<file path="config.mk">
export PLATFORM = sky130hd
export DESIGN_NAME = lmo_objects
export DESIGN_NICKNAME = d
export VERILOG_FILES = /design/src/rtl/lmo_pkg.sv /design/src/rtl/lmo_edge_sync.sv /design/src/rtl/lmo_ms_timer.sv /design/src/rtl/lmo_objects.sv
export SDC_FILE = /design/constraint.sdc
export NUM_CORES = 1
export LEC_CHECK = 0
export BUFFER_PORTS_ARGS = -buffer_cell sky130_fd_sc_hd__buf_2
export CAP_MARGIN = 20
export CORE_ASPECT_RATIO = 1.5
export CORE_MARGIN = 5
export CORE_UTILIZATION = 30
export CTS_CLUSTER_DIAMETER = 40
export DETAILED_ROUTE_END_ITERATION = 8
export HOLD_SLACK_MARGIN = 0.02
export PLACE_DENSITY = 0.58
export SLEW_MARGIN = 20
export SYNTH_ARGS = -nofsm -noshare
export SYNTH_HDL_FRONTEND = slang
export SYNTH_SLANG_ARGS = --single-unit
</file>
<file path="constraint.sdc">
create_clock -name clk -period 18.2 [get_ports clk]
set_input_delay 0 -clock clk [delete_from_list [all_inputs] [get_ports clk]]
set_output_delay 0 -clock clk [all_outputs]
set_load 0.01 [all_outputs]
</file>
<file path="src/rtl/lmo_pkg.sv">
/*
 * Shared constants: indices, reset values, ranges,
 * timing and the excitation state type.
 * Assumes one 100 MHz clock domain.
 */
package lmo_pkg;

    // Data widths
    localparam int WORD_W = 32;
    localparam int HALF_W = 16;
    localparam int IDX_W  = 16;
    localparam int SUB_W  = 8;

    // Indices
    localparam logic [IDX_W-1:0] IDX_POST_DIST = 16'h24a0;
    localparam logic [IDX_W-1:0] IDX_POST_VEL  = 16'h24a1;
    localparam logic [IDX_W-1:0] IDX_SEG_DIST  = 16'h2500;
    localparam logic [IDX_W-1:0] IDX_SEG_VEL   = 16'h2510;
    localparam logic [IDX_W-1:0] IDX_SEG_TYPE  = 16'h2520;
    localparam logic [IDX_W-1:0] IDX_SEG_CHAIN = 16'h2530;
    localparam logic [IDX_W-1:0] IDX_TIMER     = 16'h2900;
    localparam logic [IDX_W-1:0] IDX_CMD       = 16'h2e00;
    localparam logic [IDX_W-1:0] IDX_RSP       = 16'h2e10;

    // Sub-indices
    localparam logic [SUB_W-1:0] SUB_COUNT = 8'h00;
    localparam logic [SUB_W-1:0] SUB_FIRST = 8'h01;
    localparam logic [SUB_W-1:0] SUB_ID    = 8'h02;
    localparam logic [SUB_W-1:0] SUB_DATA  = 8'h03;

    // Entry counts
    localparam int               SEG_COUNT  = 4;
    localparam logic [SUB_W-1:0] MBOX_COUNT = 8'h03;

    // Reset values
    localparam logic [WORD_W-1:0] RST_DIST      = 32'h0000_0000;
    localparam logic [WORD_W-1:0] RST_VEL       = 32'h0000_03e8;
    localparam logic              RST_MOVE_TYPE = 1'b1;
    localparam logic              RST_CHAIN     = 1'b0;
    localparam logic [WORD_W-1:0] RST_TIMER     = 32'h0000_0000;

    // Ranges
    localparam logic [WORD_W-1:0] VEL_MIN   = 32'h0000_0001;
    localparam logic [WORD_W-1:0] FLAG_MAX  = 32'h0000_0001;
    localparam logic [WORD_W-1:0] TIMER_MAX = 32'h1dcd_6500;

    // Timing: timer counts milliseconds
    localparam int CLK_FREQ_HZ    = 100_000_000;
    localparam int TIMER_UNIT_MS  = 1;
    localparam int MS_CYCLES_DFLT = CLK_FREQ_HZ / 1000 * TIMER_UNIT_MS;

    // Excitation state, one-hot
    typedef enum logic [1:0] {
        LMO_EXC_OFF = 2'b01,
        LMO_EXC_ON  = 2'b10
    } lmo_exc_e;

endpackage

</file>
<file path="src/rtl/lmo_edge_sync.sv">
/*
 * Two-stage synchroniser with edge detection.
 * Assumes an input of any timing.
 */
`timescale 1ns/10ps
module lmo_edge_sync (
    // Clock and reset
    input  wire logic clk,
    input  wire logic rst_b,
    // Raw input
    input  wire logic din,
    // Level and edges
    output logic      level,
    output logic      rise,
    output logic      fall
);

    typedef struct packed {
        logic meta;
        logic sync;
        logic prev;
    } lmo_sync_s;

    lmo_sync_s st_r;
    lmo_sync_s st_nxt;

    // Shift chain
    always_comb begin
        st_nxt      = st_r;
        st_nxt.meta = din;
        st_nxt.sync = st_r.meta;
        st_nxt.prev = st_r.sync;
    end

    always_ff @(posedge clk or negedge rst_b) begin
        if (!rst_b) begin
            st_r <= '0;
        end else begin
            st_r <= st_nxt;
        end
    end

    // Edges
    assign level = st_r.sync;
    assign rise  = st_r.sync & ~st_r.prev;
    assign fall  = ~st_r.sync & st_r.prev;

endmodule // lmo_edge_sync

</file>
<file path="src/rtl/lmo_ms_timer.sv">
/*
 * Millisecond timer: tick divider and loadable
 * saturating up-counter.
 * Assumes loads are range checked.
 */
`timescale 1ns/10ps
module lmo_ms_timer #(
    parameter int MS_CYCLES = lmo_pkg::MS_CYCLES_DFLT
) (
    // Clock and reset
    input  wire logic                       clk,
    input  wire logic                       rst_b,
    // Load
    input  wire logic                       load,
    input  wire logic [lmo_pkg::WORD_W-1:0] load_value,
    // Count
    output logic      [lmo_pkg::WORD_W-1:0] count
);
    import lmo_pkg::*;

    localparam int              DIV_W   = (MS_CYCLES > 1) ? $clog2(MS_CYCLES) : 1;
    localparam logic [DIV_W-1:0] DIV_TOP = DIV_W'(MS_CYCLES - 1);

    typedef struct packed {
        logic [DIV_W-1:0]  div;
        logic [WORD_W-1:0] count;
    } lmo_timer_s;

    lmo_timer_s st_r;
    lmo_timer_s st_nxt;
    logic       tick;

    // Tick and saturating count; load restarts divider
    always_comb begin
        st_nxt = st_r;
        tick   = (st_r.div == DIV_TOP);
        if (load) begin
            st_nxt.div   = '0;
            st_nxt.count = load_value;
        end else begin
            st_nxt.div = tick ? '0 : st_r.div + DIV_W'(1);
            if (tick && (st_r.count < TIMER_MAX)) begin
                st_nxt.count = st_r.count + WORD_W'(1);
            end
        end
    end

    always_ff @(posedge clk or negedge rst_b) begin
        if (!rst_b) begin
            st_r <= '{div: '0, count: RST_TIMER};
        end else begin
            st_r <= st_nxt;
        end
    end

    assign count = st_r.count;

endmodule // lmo_ms_timer

</file>
<file path="src/rtl/lmo_objects.sv">
/*
 * Linked motion objects and excitation control.
 * Post-sensor values, segment table, timer and
 * mailboxes by index and sub-index; excitation
 * from the enable input and a software command.
 * Assumes one clock,
 * one access per cycle
 * and external limits.
 */
// Notes on behaviour
// Post-sensor distance: 32-bit RW, 0 to position limit, reset 0.
// Post-sensor velocity: 32-bit RW, 1 to velocity limit, reset 1000.
// Four signed segment distances, reset 0; read-only count 4.
// Four segment velocities, 1 to velocity limit, reset 1000.
// Per-segment move type: 0 absolute, 1 incremental, reset 1.
// Three chain flags for segments 0-2: 1 chains onward, 0 ends; reset 0.
// Millisecond running timer, RW, 0 to 500,000,000.
// When on and off requests collide, turning current off wins.
// Falling enable edge while excited clears excitation and status.
// Enable low: excitation command writes ignored.
// Rising enable edge sets excitation and status.
// With enable high, command 0 de-energises, command 1 energises.
// Already unexcited: a low level or falling edge changes nothing.
// Command mailbox takes word, identifier, data; response is read-only.
// Enable edges: synchronised level against previous value.
`timescale 1ns/10ps
module lmo_objects #(
    parameter int SEG_N     = lmo_pkg::SEG_COUNT,
    parameter int MS_CYCLES = lmo_pkg::MS_CYCLES_DFLT
) (
    // Clock and reset
    input  wire logic                                   clk,
    input  wire logic                                   rst_b,
    // Object dictionary access
    input  wire logic                                   od_wr,
    input  wire logic                                   od_rd,
    input  wire logic [lmo_pkg::IDX_W-1:0]              od_index,
    input  wire logic [lmo_pkg::SUB_W-1:0]              od_subindex,
    input  wire logic [lmo_pkg::WORD_W-1:0]             od_wdata,
    output logic      [lmo_pkg::WORD_W-1:0]             od_rdata,
    output logic                                        od_ack,
    output logic                                        od_abort,
    // Limits
    input  wire logic [lmo_pkg::WORD_W-1:0]             position_limit,
    input  wire logic [lmo_pkg::WORD_W-1:0]             velocity_limit,
    // Excitation
    input  wire logic                                   current_enable_input,
    input  wire logic                                   excitation_cmd_wr,
    input  wire logic                                   excitation_cmd_value,
    output logic                                        excitation_status_output,
    output logic                                        motor_energize,
    // Command mailbox
    output logic      [lmo_pkg::HALF_W-1:0]             mailbox_input_word,
    output logic      [lmo_pkg::HALF_W-1:0]             mailbox_command_identifier,
    output logic      [lmo_pkg::WORD_W-1:0]             mailbox_write_value,
    output logic                                        mailbox_command_strobe,
    // Response mailbox
    input  wire logic                                   reply_load,
    input  wire logic [lmo_pkg::HALF_W-1:0]             reply_output_word_in,
    input  wire logic [lmo_pkg::HALF_W-1:0]             reply_identifier_in,
    input  wire logic [lmo_pkg::WORD_W-1:0]             reply_value_in,
    // Motion parameters
    output logic      [lmo_pkg::WORD_W-1:0]             post_sensor_distance,
    output logic      [lmo_pkg::WORD_W-1:0]             post_sensor_velocity,
    output logic      [SEG_N-1:0][lmo_pkg::WORD_W-1:0]  segment_target_value,
    output logic      [SEG_N-1:0][lmo_pkg::WORD_W-1:0]  segment_running_speed,
    output logic      [SEG_N-1:0]                       segment_move_type,
    output logic      [SEG_N-2:0]                       segment_chain_flag,
    output logic      [lmo_pkg::WORD_W-1:0]             elapsed_time_ms
);
    import lmo_pkg::*;

    localparam int               CHAIN_N   = SEG_N - 1;
    localparam int               SEL_W     = (SEG_N > 1) ? $clog2(SEG_N) : 1;
    localparam logic [SUB_W-1:0] SEG_N_B   = SUB_W'(SEG_N);
    localparam logic [SUB_W-1:0] CHAIN_N_B = SUB_W'(CHAIN_N);

    typedef struct packed {
        logic [WORD_W-1:0]             post_dist;
        logic [WORD_W-1:0]             post_vel;
        logic [SEG_N-1:0][WORD_W-1:0]  seg_dist;
        logic [SEG_N-1:0][WORD_W-1:0]  seg_vel;
        logic [SEG_N-1:0]              seg_type;
        logic [CHAIN_N-1:0]            seg_chain;
        logic [HALF_W-1:0]             mb_in;
        logic [HALF_W-1:0]             mb_id;
        logic [WORD_W-1:0]             mb_val;
        logic                          mb_strobe;
        logic [HALF_W-1:0]             rp_out;
        logic [HALF_W-1:0]             rp_id;
        logic [WORD_W-1:0]             rp_val;
        lmo_exc_e                      exc;
        logic                          energize;
        logic [WORD_W-1:0]             rdata;
        logic                          ack;
        logic                          abort;
    } lmo_state_s;

    lmo_state_s        st_r;
    lmo_state_s        st_nxt;
    logic [1:0]        rst_sync_r;
    logic              rst_int_b;
    logic              en_level;
    logic              en_rise;
    logic              en_fall;
    logic [WORD_W-1:0] timer_count;
    logic              timer_load;
    logic              hit;
    logic              read_only;
    logic              range_ok;
    logic              wr_go;
    logic [WORD_W-1:0] rval;
    logic [SUB_W-1:0]  sub_m1;
    logic [SEL_W-1:0]  sel;
    logic              in_seg;
    logic              in_chain;
    logic              vel_ok;
    logic              cmd_on;
    logic              cmd_off;
    logic              turn_on;
    logic              turn_off;

    // Reset release, two flops
    always_ff @(posedge clk or negedge rst_b) begin
        if (!rst_b) begin
            rst_sync_r <= 2'h0;
        end else begin
            rst_sync_r <= {rst_sync_r[0], 1'b1};
        end
    end
    assign rst_int_b = rst_sync_r[1];

    // Enable synchroniser
    lmo_edge_sync u_enable_sync (
        .clk   (clk),
        .rst_b (rst_int_b),
        .din   (current_enable_input),
        .level (en_level),
        .rise  (en_rise),
        .fall  (en_fall)
    );

    // Running timer
    lmo_ms_timer #(
        .MS_CYCLES (MS_CYCLES)
    ) u_run_timer (
        .clk        (clk),
        .rst_b      (rst_int_b),
        .load       (timer_load),
        .load_value (od_wdata),
        .count      (timer_count)
    );

    // Segment select
    assign sub_m1   = od_subindex - SUB_FIRST;
    assign sel      = sub_m1[SEL_W-1:0];
    assign in_seg   = (od_subindex >= SUB_FIRST) && (od_subindex <= SEG_N_B);
    assign in_chain = (od_subindex >= SUB_FIRST) && (od_subindex <= CHAIN_N_B);
    assign vel_ok   = (od_wdata >= VEL_MIN) && (od_wdata <= velocity_limit);

    // Entry decode
    always_comb begin
        hit       = 1'b0;
        read_only = 1'b0;
        range_ok  = 1'b1;
        rval      = '0;
        case (od_index)
            IDX_POST_DIST: begin
                hit      = (od_subindex == SUB_COUNT);
                range_ok = (od_wdata <= position_limit);
                rval     = st_r.post_dist;
            end
            IDX_POST_VEL: begin
                hit      = (od_subindex == SUB_COUNT);
                range_ok = vel_ok;
                rval     = st_r.post_vel;
            end
            IDX_SEG_DIST: begin
                if (od_subindex == SUB_COUNT) begin
                    hit       = 1'b1;
                    read_only = 1'b1;
                    rval      = WORD_W'(SEG_N_B);
                end else begin
                    hit      = in_seg;
                    range_ok = ($signed(od_wdata) <= $signed(position_limit))
                             && ($signed(od_wdata) >= -$signed(position_limit));
                    rval     = st_r.seg_dist[sel];
                end
            end
            IDX_SEG_VEL: begin
                if (od_subindex == SUB_COUNT) begin
                    hit       = 1'b1;
                    read_only = 1'b1;
                    rval      = WORD_W'(SEG_N_B);
                end else begin
                    hit      = in_seg;
                    range_ok = vel_ok;
                    rval     = st_r.seg_vel[sel];
                end
            end
            IDX_SEG_TYPE: begin
                if (od_subindex == SUB_COUNT) begin
                    hit       = 1'b1;
                    read_only = 1'b1;
                    rval      = WORD_W'(SEG_N_B);
                end else begin
                    hit      = in_seg;
                    range_ok = (od_wdata <= FLAG_MAX);
                    rval     = WORD_W'(st_r.seg_type[sel]);
                end
            end
            IDX_SEG_CHAIN: begin
                if (od_subindex == SUB_COUNT) begin
                    hit       = 1'b1;
                    read_only = 1'b1;
                    rval      = WORD_W'(CHAIN_N_B);
                end else begin
                    hit      = in_chain;
                    range_ok = (od_wdata <= FLAG_MAX);
                    rval     = WORD_W'(st_r.seg_chain[sel]);
                end
            end
            IDX_TIMER: begin
                hit      = (od_subindex == SUB_COUNT);
                range_ok = (od_wdata <= TIMER_MAX);
                rval     = timer_count;
            end
            IDX_CMD, IDX_RSP: begin
                hit       = (od_subindex <= MBOX_COUNT);
                read_only = (od_index == IDX_RSP) || (od_subindex == SUB_COUNT);
                range_ok  = (od_subindex == SUB_DATA) || (od_wdata[WORD_W-1:HALF_W] == '0);
                case (od_subindex)
                    SUB_COUNT: rval = WORD_W'(MBOX_COUNT);
                    SUB_FIRST: rval = (od_index == IDX_CMD) ? WORD_W'(st_r.mb_in)
                                                            : WORD_W'(st_r.rp_out);
                    SUB_ID:    rval = (od_index == IDX_CMD) ? WORD_W'(st_r.mb_id)
                                                            : WORD_W'(st_r.rp_id);
                    default:   rval = (od_index == IDX_CMD) ? st_r.mb_val : st_r.rp_val;
                endcase
            end
            default: begin
                hit = 1'b0;
            end
        endcase
    end

    assign wr_go      = od_wr && hit && !read_only && range_ok;
    assign timer_load = wr_go && (od_index == IDX_TIMER);

    // Excitation requests; software commands gated by enable level
    assign cmd_on   = en_level && excitation_cmd_wr && excitation_cmd_value;
    assign cmd_off  = en_level && excitation_cmd_wr && !excitation_cmd_value;
    assign turn_on  = en_rise || cmd_on;
    assign turn_off = en_fall || cmd_off;

    // Next state
    always_comb begin
        st_nxt           = st_r;
        st_nxt.ack       = 1'b0;
        st_nxt.abort     = 1'b0;
        st_nxt.mb_strobe = 1'b0;
        if (od_wr || od_rd) begin
            st_nxt.ack   = od_rd ? hit : wr_go;
            st_nxt.abort = od_rd ? !hit : !wr_go;
            if (od_rd && hit) begin
                st_nxt.rdata = rval;
            end
        end
        if (wr_go) begin
            case (od_index)
                IDX_POST_DIST: st_nxt.post_dist      = od_wdata;
                IDX_POST_VEL:  st_nxt.post_vel       = od_wdata;
                IDX_SEG_DIST:  st_nxt.seg_dist[sel]  = od_wdata;
                IDX_SEG_VEL:   st_nxt.seg_vel[sel]   = od_wdata;
                IDX_SEG_TYPE:  st_nxt.seg_type[sel]  = od_wdata[0];
                IDX_SEG_CHAIN: st_nxt.seg_chain[sel] = od_wdata[0];
                IDX_CMD: begin
                    case (od_subindex)
                        SUB_FIRST: st_nxt.mb_in = od_wdata[HALF_W-1:0];
                        SUB_ID:    st_nxt.mb_id = od_wdata[HALF_W-1:0];
                        default: begin
                            st_nxt.mb_val    = od_wdata;
                            st_nxt.mb_strobe = 1'b1;
                        end
                    endcase
                end
                default: begin
                    st_nxt.mb_strobe = 1'b0;
                end
            endcase
        end
        // Response loaded by interpreter only
        if (reply_load) begin
            st_nxt.rp_out = reply_output_word_in;
            st_nxt.rp_id  = reply_identifier_in;
            st_nxt.rp_val = reply_value_in;
        end
        // Off beats on
        unique case (st_r.exc)
            LMO_EXC_OFF: begin
                if (turn_on && !turn_off) begin
                    st_nxt.exc = LMO_EXC_ON;
                end
            end
            LMO_EXC_ON: begin
                if (turn_off) begin
                    st_nxt.exc = LMO_EXC_OFF;
                end
            end
            default: begin
                st_nxt.exc = LMO_EXC_OFF;
            end
        endcase
        st_nxt.energize = (st_nxt.exc == LMO_EXC_ON);
    end

    // State register
    always_ff @(posedge clk or negedge rst_int_b) begin
        if (!rst_int_b) begin
            st_r           <= '0;
            st_r.post_dist <= RST_DIST;
            st_r.post_vel  <= RST_VEL;
            st_r.seg_dist  <= {SEG_N{RST_DIST}};
            st_r.seg_vel   <= {SEG_N{RST_VEL}};
            st_r.seg_type  <= {SEG_N{RST_MOVE_TYPE}};
            st_r.seg_chain <= {CHAIN_N{RST_CHAIN}};
            st_r.exc       <= LMO_EXC_OFF;
        end else begin
            st_r <= st_nxt;
        end
    end

    // Outputs from the state register and the timer count
    assign od_rdata                   = st_r.rdata;
    assign od_ack                     = st_r.ack;
    assign od_abort                   = st_r.abort;
    assign excitation_status_output   = st_r.energize;
    assign motor_energize             = st_r.energize;
    assign mailbox_input_word         = st_r.mb_in;
    assign mailbox_command_identifier = st_r.mb_id;
    assign mailbox_write_value        = st_r.mb_val;
    assign mailbox_command_strobe     = st_r.mb_strobe;
    assign post_sensor_distance       = st_r.post_dist;
    assign post_sensor_velocity       = st_r.post_vel;
    assign segment_target_value       = st_r.seg_dist;
    assign segment_running_speed      = st_r.seg_vel;
    assign segment_move_type          = st_r.seg_type;
    assign segment_chain_flag         = st_r.seg_chain;
    assign elapsed_time_ms            = timer_count;

endmodule // lmo_objects

</file>
==> results of run 1 <==
[cell families after synthesis]
kind of cell / Yosys count
buffers and inverters: 690
AOI/OAI and AO/OA: 309
xor gates and xnor gates: 68
DFF: 547
adders and majority gates: 107
muxes: 647
and+or+nand+nor: 412
other: 1
[registers in the layout, summed over array words and instances, names as in the netlist, 32 cells and up]
| register | flops |
|---|---|
| st_r | 66 |
| mailbox_write_value | 32 |
| u_run_timer.count | 32 |
| segment_target_value | 128 |
| od_rdata | 32 |
| segment_running_speed | 128 |
| post_sensor_distance | 32 |
| post_sensor_velocity | 32 |
[worst paths after layout]
path | start | to | slack, ns | depth (start not counted)
max in group asynchronous | rst_sync_r[1]$_DFF_PN0_ | u_enable_sync.level$_DFF_PN0_ | 15.47 | 2
min reg2reg | u_enable_sync.st_nxt[1]$_DFF_PN0_ | u_enable_sync.level$_DFF_PN0_ | 0.35 | 0
max | position_limit[2] | segment_target_value[86]$_DFFE_PN0P_ | 12.37 | 20
min | od_wdata[14] | mailbox_input_word[14]$_DFFE_PN0P_ | 0.06 | 2
min in group asynchronous | rst_b | rst_sync_r[1]$_DFF_PN0_ | 0.21 | 3
max reg2reg | u_run_timer.count[9]$_DFFE_PN0P_ | u_run_timer.count[26]$_DFFE_PN0P_ | 14.84 | 8
[area by class of cell]
type / count / share of cell area, %
multi-input cells: 1544 / 37.9
inverters: 84 / 0.831
flip-flops and latches: 547 / 36.2
repair buffers: 813 / 12.7
diodes: 9 / 0.0594
well taps: 1415 / 4.67
clock buffers: 90 / 5.40
clock inverters: 54 / 2.22
[routing by layer]
metal | vias up | GRT usage [%]
met5 | - | 0
met4 | 4 | 7.70
met3 | 182 | 4.85
met2 | 854 | 35.2
met1 | 12000 | 26.3
li1 | 10100 | -
[through the flow]
step                setup WS (ns)  instances  power, mW
finish                      12.37       4556       3.18
global route                11.93       4550       3.30
global placement            11.66       4281       1.50
CTS                         12.36       4546       3.23
floorplan                    1.89       2781       1.40
detailed placement          11.66       4281       1.50
[worst max-delay path, stage by stage]
cell and delay, ns:
buf_2 0.13, or4_1 0.61, or4_1 0.59, nor3_1 0.30, nand2_1 0.17, nor3_1 0.24
nand3_1 0.23, nor4_1 0.28, xnor2_1 0.11, ha_1 0.32, nand4_1 0.09, nor4b_1 0.47
nor2_1 0.10, a31oi_1 0.23, mux2i_1 0.41, nor4b_4 0.11, buf_4 0.26, o311ai_4 0.83
buf_4 0.45, mux2_1 0.36
[repair_timing]
action	CTS	global route
hold endpoints to repair	295	0
hold buffers	121	0
setup buffers	0	0
[power by group through the flow]
stage,combinational (mW),sequential [mW],clock [mW]
final,0.257,1.25,1.68
after global routing,0.282,1.25,1.76
after CTS,0.258,1.25,1.72
after detailed placement,0.232,1.27,0
after global placement,0.228,1.27,0
after floorplan,0.119,1.28,0
[cells in the final DEF, fill, tap and decap left out, types with 15 or more instances in the layout]
cell,Yosys,layout
mux2_4,20,20
buf_2,33,648
nor4_1,21,18
inv_1,84,84
a221oi_1,15,15
nand2_1,96,96
o21ai_0,76,76
nor2_1,81,79
and3_1,16,16
mux2_1,242,242
xor2_1,27,27
dfrtp_1,512,511
a22oi_1,26,26
a21o_1,17,17
dfstp_2,35,35
nor3_1,57,54
clkbuf_16,0,78
o22ai_1,16,16
a21oi_1,68,68
nand3_1,36,36
a31oi_1,15,15
buf_4,459,40
xnor2_1,41,41
mux2_2,227,227
nand4_1,31,31
mux2i_1,93,93
dlygate4sd3_1,0,121
mux4_2,65,65
ha_1,107,106
==> flow_summary.toml, run 1 <==
[logic_synthesis]
synth_edf_count = 0
netlist.area_leader.share_pct = 39.5
synth_commonest_cells = "dfrtp_1 (512), buf_4 (459), mux2_1 (242)"
syn-num-nets = 3080
synth-seq-cells = 547
synth_xor_xnor_area_share_pct = 1.84
synthMuxAreaShare_pct = 24.6
ys_warn_count = 0
syn_area_per_cell_sq_um = 11.7
ys.flop_type = "dfrtp_1"
synth_cell_types = 77
synth_compound_area_share_pct = 6.77
synth_most_common_cell = "dfrtp_1"
ys_seq_area_share_pct = 42.4
yosys.area_share.adder_pct = 4.13
netlist_instances = 2781
synth-simple-area-share_pct = 6.63
synth_top_family_by_area = "multiplexers"
synthArstFlopShare_pct = 100
yosys.area.top_type = "dfrtp_1"
netlist_area_sq_um = 32400
ys_top_cells_by_area = "dfrtp_1 (40%), buf_4 (11%), mux2_1 (8.4%)"

[global_routing]
groute.usage.overall_pct = 20.9
first_global_vias = 24100
antenna_found_initial = 18
grt_pass1_wl_microns = 177000
grt_overflow = 0
grt_max_degree = 175

[floorplanning]
die_y_microns = 413
ioPinCount = 652
core_sq_um = 107000
die_x_microns = 278
die_area_sq_um = 115000
start_util_pct = 30.2
fp-row-count = 147

[layout]
drive_gt1_share_pct = 38.7
area_growth_pct = 17.0
seq_area_sq_um = 13700
multi_input_area_sq_um = 14400
design_area_sq_um = 37900
layout.nets = 3367
fillers = 10600
utilization_pct = 35.4

[timing]
hold_viol = 0
hold_ws_ns = 0.0631
slew_headroom_pct = 29.1
rsz0062_at_grt = "false"
clock.fmax_mhz = 171
drv_slew = 0
period_share_pct = 32.1
min_period_ns = 5.83
worst_slew_pin_slew_ns = 1.06
setup-violations-final = 0
finalSetupTns_ns = 0
finalClockSkew_ns = 0.0277

[pwr]
switching_power_uw = 823
comb_power_share_pct = 8.1
power-per-cell-area_nw_per_um2 = 84.0
cellInternalPower_mw = 2.36
sw_frac_of_total_pct = 25.9
seq_power_share_pct = 39.2
p_leak_nw = 19.3
pwr-share-clk_pct = 52.8
ir_drop_v = 0.0000664

[drt]
dr.pass1.iters = 6
wl_per_cell_microns = 27.5
vias_per_cell = 5.10
vias = 23200
route.met3.wl_microns = 8400
dr.max_layer_used = "met5"
drt-initial-drc-count = 1683
drc = 0
met1_length_microns = 51700
wirelength_microns = 125000
ant_nets = 0
wl_met2_microns = 60300

[outcome]
outcome = "finished clean"

[clock_tree]
h-tree-depth = 3
clk_pin_slew_ns = 0.07
cts-root-buf = "clkbuf_16"
cts_sinks = 547
cts_resized = 0
clock_latency_ns = 0.67
cts_tree = "yes"
cts-buffers-inserted = 78
cts_buffer_depth = 3

[worst_setup_path]
critPathKind = "input port to flop"
critPathLaunchType = "input port"
cp_max_fo = 20
required_ns = 18.73
end_kind = "flop"
cp.arrival_ns = 6.36

[placement]
hpwl_microns = 91800
io_buffers = 651
gp_congestion = 0.909
place_area_sq_um = 33800

[min_path]
min_path_type = "input port to flop"

[job]
maxCapViolations = 0
Note: power is estimated with default switching activity, not from simulation.
==> run 2: changes to the inputs <==
--- a/config.mk
+++ b/config.mk
@@ -5,6 +5,7 @@
 export SDC_FILE = /design/constraint.sdc
 export NUM_CORES = 1
 export LEC_CHECK = 0
+export ABC_AREA = 1
 export BUFFER_PORTS_ARGS = -buffer_cell sky130_fd_sc_hd__buf_2
 export CAP_MARGIN = 20
 export CORE_ASPECT_RATIO = 1.5
==> constraint.sdc (replaced) <==
create_clock -name clk -period 6.04 [get_ports clk]
set_input_delay 0 -clock clk [delete_from_list [all_inputs] [get_ports clk]]
set_output_delay 0 -clock clk [all_outputs]
set_load 0.01 [all_outputs]
==> flow_summary.toml, run 2 <==
[worst_setup_path]
r2r-start = "u_run_timer.count[0]$_DFFE_PN0P_"
worstReg2RegEnd = "u_run_timer.count[26]$_DFFE_PN0P_"
critPathKind = "input port to flop"
end_kind = "flop"
path_common_cell = "nand2_1"
critPathLaunchType = "input port"
cp.arrival_ns = 5.40
slowest_stage = "nand4_4"
r2r_slack_ns = 3.02
required_ns = 6.56
slowest_delay_ns = 0.59
cp_max_fo = 42
r2r.worst_path.cells = 16

[timing]
hold_ws_ns = 0.0775
finalClockSkew_ns = 0.0324
min_period_ns = 4.88
worst_slew_pin_slew_ns = 1.13
period_share_pct = 80.8
drv_slew = 0
setup-violations-final = 0
finalSetupTns_ns = 0
hold_viol = 0
slew_headroom_pct = 24.1
rsz0062_at_grt = "false"
setup_ws_ns = 1.16
clock.fmax_mhz = 205

[clock_tree]
cts_sinks = 547
h-tree-depth = 3
cts_buffer_depth = 3
cts-root-buf = "clkbuf_16"
ctsHoldBuffers = 151
post_cts_buffers = 0
cts_tree = "yes"
clock_latency_ns = 0.69
cts_resized = 0
cts-buffers-inserted = 84
clk_pin_slew_ns = 0.06

[layout]
layout.nets = 4646
utilization_pct = 35.7
drive_gt1_share_pct = 22.0
final_common_cell = "nand2_1"
mostFrequentLayoutCells = "nand2_1 (846), buf_2 (649), dfrtp_1 (511), o21ai_0 (440), inv_1 (324)"
layout.cells.non_filler = 5843
area_growth_pct = 18.3

[floorplanning]
fp-row-count = 147
die_area_sq_um = 115000
die_x_microns = 278
ioPinCount = 652
start_util_pct = 30.2
core_sq_um = 107000
die_y_microns = 412

[logic_synthesis]
ys_warn_count = 0
syn-num-nets = 4358
synthArstFlopShare_pct = 100
netlist_area_sq_um = 32400
yosys.area.top_type = "dfrtp_1"
ys_top_cells_by_area = "dfrtp_1 (40%), buf_4 (11%), nand2_1 (9.8%)"
netlist.area_leader.share_pct = 39.6
synth_cell_types = 58
synth_edf_count = 0
synth_commonest_cells = "nand2_1 (847), dfrtp_1 (512), buf_4 (468)"
ys.flop_type = "dfrtp_1"
synth_most_common_cell = "nand2_1"
ys_seq_area_share_pct = 42.4
synth-seq-cells = 547
netlist_instances = 4059
syn_area_per_cell_sq_um = 7.97

[global_routing]
first_global_vias = 28700
groute.usage.overall_pct = 24.6
grt_pass1_wl_microns = 206000
grt_overflow = 0
grt_max_degree = 155
antenna_found_initial = 11

[drt]
ant_nets = 0
wl_per_cell_microns = 25.1
dr.pass1.iters = 6
vias = 29600
drt-initial-drc-count = 2522
vias_per_cell = 5.06
drc = 0
wirelength_microns = 147000

[placement]
dp_cells = 5523
post-place-ws_ns = 0.403
gp_congestion = 0.935
io_buffers = 651
hpwl_microns = 109000

[min_path]
min_path_type = "input port to flop"
hold_path.startpoint = "reply_value_in[15]"
hold_end = "st_r[52]$_DFFE_PN0P_"
holdPathStages = 3

[job]
maxCapViolations = 0

[pwr]
p_leak_nw = 19.5
power-per-cell-area_nw_per_um2 = 256
ir_drop_v = 0.000192

[outcome]
outcome = "finished clean"
run 2: worst max-delay path by stage:
stage	from	end	slack, ns	depth (start not counted)
floorplan	rst_sync_r[1]$_DFF_PN0_	excitation_status_output$_DFF_PN0_	0.74	0
global placement	position_limit[2]	segment_target_value[56]$_DFFE_PN0P_	0.47	32
detailed placement	position_limit[2]	segment_target_value[56]$_DFFE_PN0P_	0.40	32
CTS	position_limit[2]	segment_target_value[56]$_DFFE_PN0P_	1.11	32
global route	position_limit[2]	segment_target_value[55]$_DFFE_PN0P_	0.60	32
finish	position_limit[2]	segment_target_value[57]$_DFFE_PN0P_	1.16	32
run 2: layout make-up:
type / instances / area (sq um)
multi-input combinational: 2512 / 13000
inverter: 332 / 1250
sequential: 547 / 13700
fill: 11100 / 68800
clock buffer: 95 / 2190
antenna: 10 / 25.0
clock inverter: 62 / 777
timing repair buffer: 870 / 5490
tap: 1415 / 1770
run 2: stage by stage:
stage	power (mW)	cell area, sq um
2_1_floorplan	4.25	32400
3_3_place_gp	4.63	33700
3_5_place_dp	4.64	33700
4_1_cts	9.91	38200
5_1_grt	10.1	38200
6_report	9.80	38300
run 2: report_power, final:
group,total (mW),switching (mW),internal [mW]
registers,3.75,0.0301,3.72
logic,0.913,0.607,0.306
clock network,5.14,2.11,3.03
run 2: kinds of logic (layout without fill, tap and decap cells):
family | after synthesis | after routing | synth area share (%)
and+or+nand+nor | 1371 | 1371 | 18.0
muxes | 21 | 21 | 0.731
other | 1 | 11 | 0.0116
DFF | 547 | 547 | 42.4
AOI/OAI and AO/OA | 973 | 973 | 16.3
buffers and inverters | 1000 | 1359 | 17.4
adders and majority gates | 107 | 107 | 4.14
xor gates and xnor gates | 39 | 39 | 1.06
run 2: per-layer routing:
metal	vias to the layer above	GRT usage, %	share of wire [%]
met5	-	0	0.027
li1	13600	-	-
met2	1301	41.5	48
met3	276	5.12	7.0
met4	6	12.1	5.5
met1	14400	29.8	40
run 2: critical path, delay by kind of cell:
family	cells	cell delay, ns
buffers and inverters	4	0.78
adders and majority gates	1	0.35
AOI/OAI and AO/OA	1	0.07
xor gates and xnor gates	1	0.10
and+or+nand+nor	25	4.02
==> run 3: changes to the inputs <==
==> constraint.sdc (replaced) <==
create_clock -name clk -period 4.6 [get_ports clk]
set_input_delay 0 -clock clk [delete_from_list [all_inputs] [get_ports clk]]
set_output_delay 0 -clock clk [all_outputs]
set_load 0.01 [all_outputs]
==> flow_summary.toml, run 3 (synthesis results as in run 2) <==
[global_routing]
grt_max_degree = 138
first_global_vias = 29200
grt_pass1_wl_microns = 207000
antenna_found_initial = 12
grt_overflow = 0
groute.usage.overall_pct = 24.6

[pwr]
ir_drop_v = 0.000434
p_leak_nw = 19.8
power-per-cell-area_nw_per_um2 = 343
power.total_mw = 13.3

[timing]
min_period_ns = 4.01
worst_slew_pin_slew_ns = 1.14
clock.fmax_mhz = 250
finalClockSkew_ns = 0.0237
hold_ws_ns = 0.0844
drv_slew = 0
finalSetupTns_ns = 0
period_share_pct = 87.1
setup-violations-final = 0
slew_headroom_pct = 24.0
setup_ws_ns = 0.594
hold_viol = 0
rsz0062_at_grt = "false"

[worst_setup_path]
cp_max_fo = 6
critPathLaunchType = "input port"
slowest_delay_ns = 0.56
required_ns = 5.21
critPathKind = "input port to flop"
r2r.worst_path.cells = 16
slowest_stage = "dlygate4sd3_1"
cp.arrival_ns = 4.61
r2r_slack_ns = 1.51
path_common_cell = "nand2_1"
timing.critical_path.from = "position_limit[0]"
r2r-start = "u_run_timer.count[0]$_DFFE_PN0P_"
end_kind = "flop"
worstReg2RegEnd = "u_run_timer.count[26]$_DFFE_PN0P_"

[drt]
vias = 29900
dr.pass1.iters = 6
drt-initial-drc-count = 2409
wirelength_microns = 147000
vias_per_cell = 5.09
wl_per_cell_microns = 25.0
drc = 0
ant_nets = 0

[clock_tree]
clock_latency_ns = 0.68
h-tree-depth = 3
cts-root-buf = "clkbuf_16"
cts-buffers-inserted = 89
cts_sinks = 547
cts_buffer_depth = 3
clk_pin_slew_ns = 0.06
cts_tree = "yes"

[placement]
io_buffers = 651
place_area_sq_um = 34300
post-place-ws_ns = -0.186
gp_congestion = 0.897
hpwl_microns = 109000

[layout]
seq_area_sq_um = 13700
layout.nets = 4681
mostFrequentLayoutCells = "nand2_1 (846), buf_2 (649), dfrtp_1 (511), o21ai_0 (440), inv_1 (324)"
area_growth_pct = 19.9
fillers = 11100
design_area_sq_um = 38800
drive_gt1_share_pct = 23.3
final_common_cell = "nand2_1"
multi_input_area_sq_um = 13000

[floorplanning]
die_area_sq_um = 115000
ioPinCount = 652
core_sq_um = 107000
fp-row-count = 147
die_y_microns = 412
start_util_pct = 30.2
die_x_microns = 278

[min_path]
min_path_type = "input port to flop"
holdPathStages = 4
hold_path.startpoint = "reply_output_word_in[7]"
hold_end = "st_r[92]$_DFFE_PN0P_"

[job]
maxCapViolations = 0

[outcome]
outcome = "finished clean"
run 3: cell types whose count changed in the layout (fill, tap and decap cells not counted), sizes merged, moves of 5 or more:
cell	before	now
clkinv	26	13
dlygate4sd3	152	126
inv	361	356
buf	718	774
clkinvlp	0	10
clkbuf	95	109
run 3: worst max-delay path by stage:
stage / end / cells past startpoint
global route: segment_move_type[2]$_DFFE_PN1P_ / 36
finish: segment_move_type[2]$_DFFE_PN1P_ / 35
global placement: mailbox_write_value[16]$_DFFE_PN0P_ / 35
floorplan: excitation_status_output$_DFF_PN0_ / 0
CTS: segment_move_type[2]$_DFFE_PN1P_ / 36
detailed placement: mailbox_write_value[7]$_DFFE_PN0P_ / 35
run 3: per-stage QoR:
step / cells / util [%]
after floorplan: 4059 / -
after global placement: 5574 / 32.0
after detailed placement: 5574 / 32.0
after CTS: 5865 / 36.1
after global routing: 5875 / 36.2
final: 5880 / 36.2
run 3: final cells by class:
type                    instances  share of cell area (%)
inverters                     332                    3.22
flip-flops and latches        547                    35.4
repair buffers                900                    15.0
multi-input cells            2512                    33.6
well taps                    1415                    4.56
clock buffers                 109                    6.32
diodes                          8                  0.0516
clock inverters                57                    1.86
run 3: power breakdown:
| group | switching (mW) | total (mW) | internal [mW] | leakage (nW) |
|---|---|---|---|---|
| logic | 0.794 | 1.19 | 0.399 | 11.3 |
| registers | 0.0333 | 4.92 | 4.89 | 6.96 |
| clock network | 2.75 | 7.19 | 4.44 | 1.53 |
run 3: critical path, delay by kind of cell:
family | cells | cell delay, ns
adder cells (fa/ha/maj) | 1 | 0.33
buffers and inverters | 8 | 1.39
AND/OR/NAND/NOR | 25 | 2.78
XOR/XNOR | 1 | 0.12
run 3: what timing repair did:
item | CTS | global route
setup buffers | 0 | 5
gates resized for setup | 0 | 2
setup endpoints to repair | 0 | 68
hold endpoints to repair | 211 | 20
hold buffers | 125 | 1
run 3: routing by layer:
metal | vias to the layer above | GRT usage, % | part of all wire, %
met4 | 6 | 13.4 | 6.3
li1 | 13700 | - | -
met3 | 338 | 5.90 | 7.6
met5 | - | 0 | 0.032
met2 | 1354 | 41.1 | 47
met1 | 14500 | 29.2 | 39
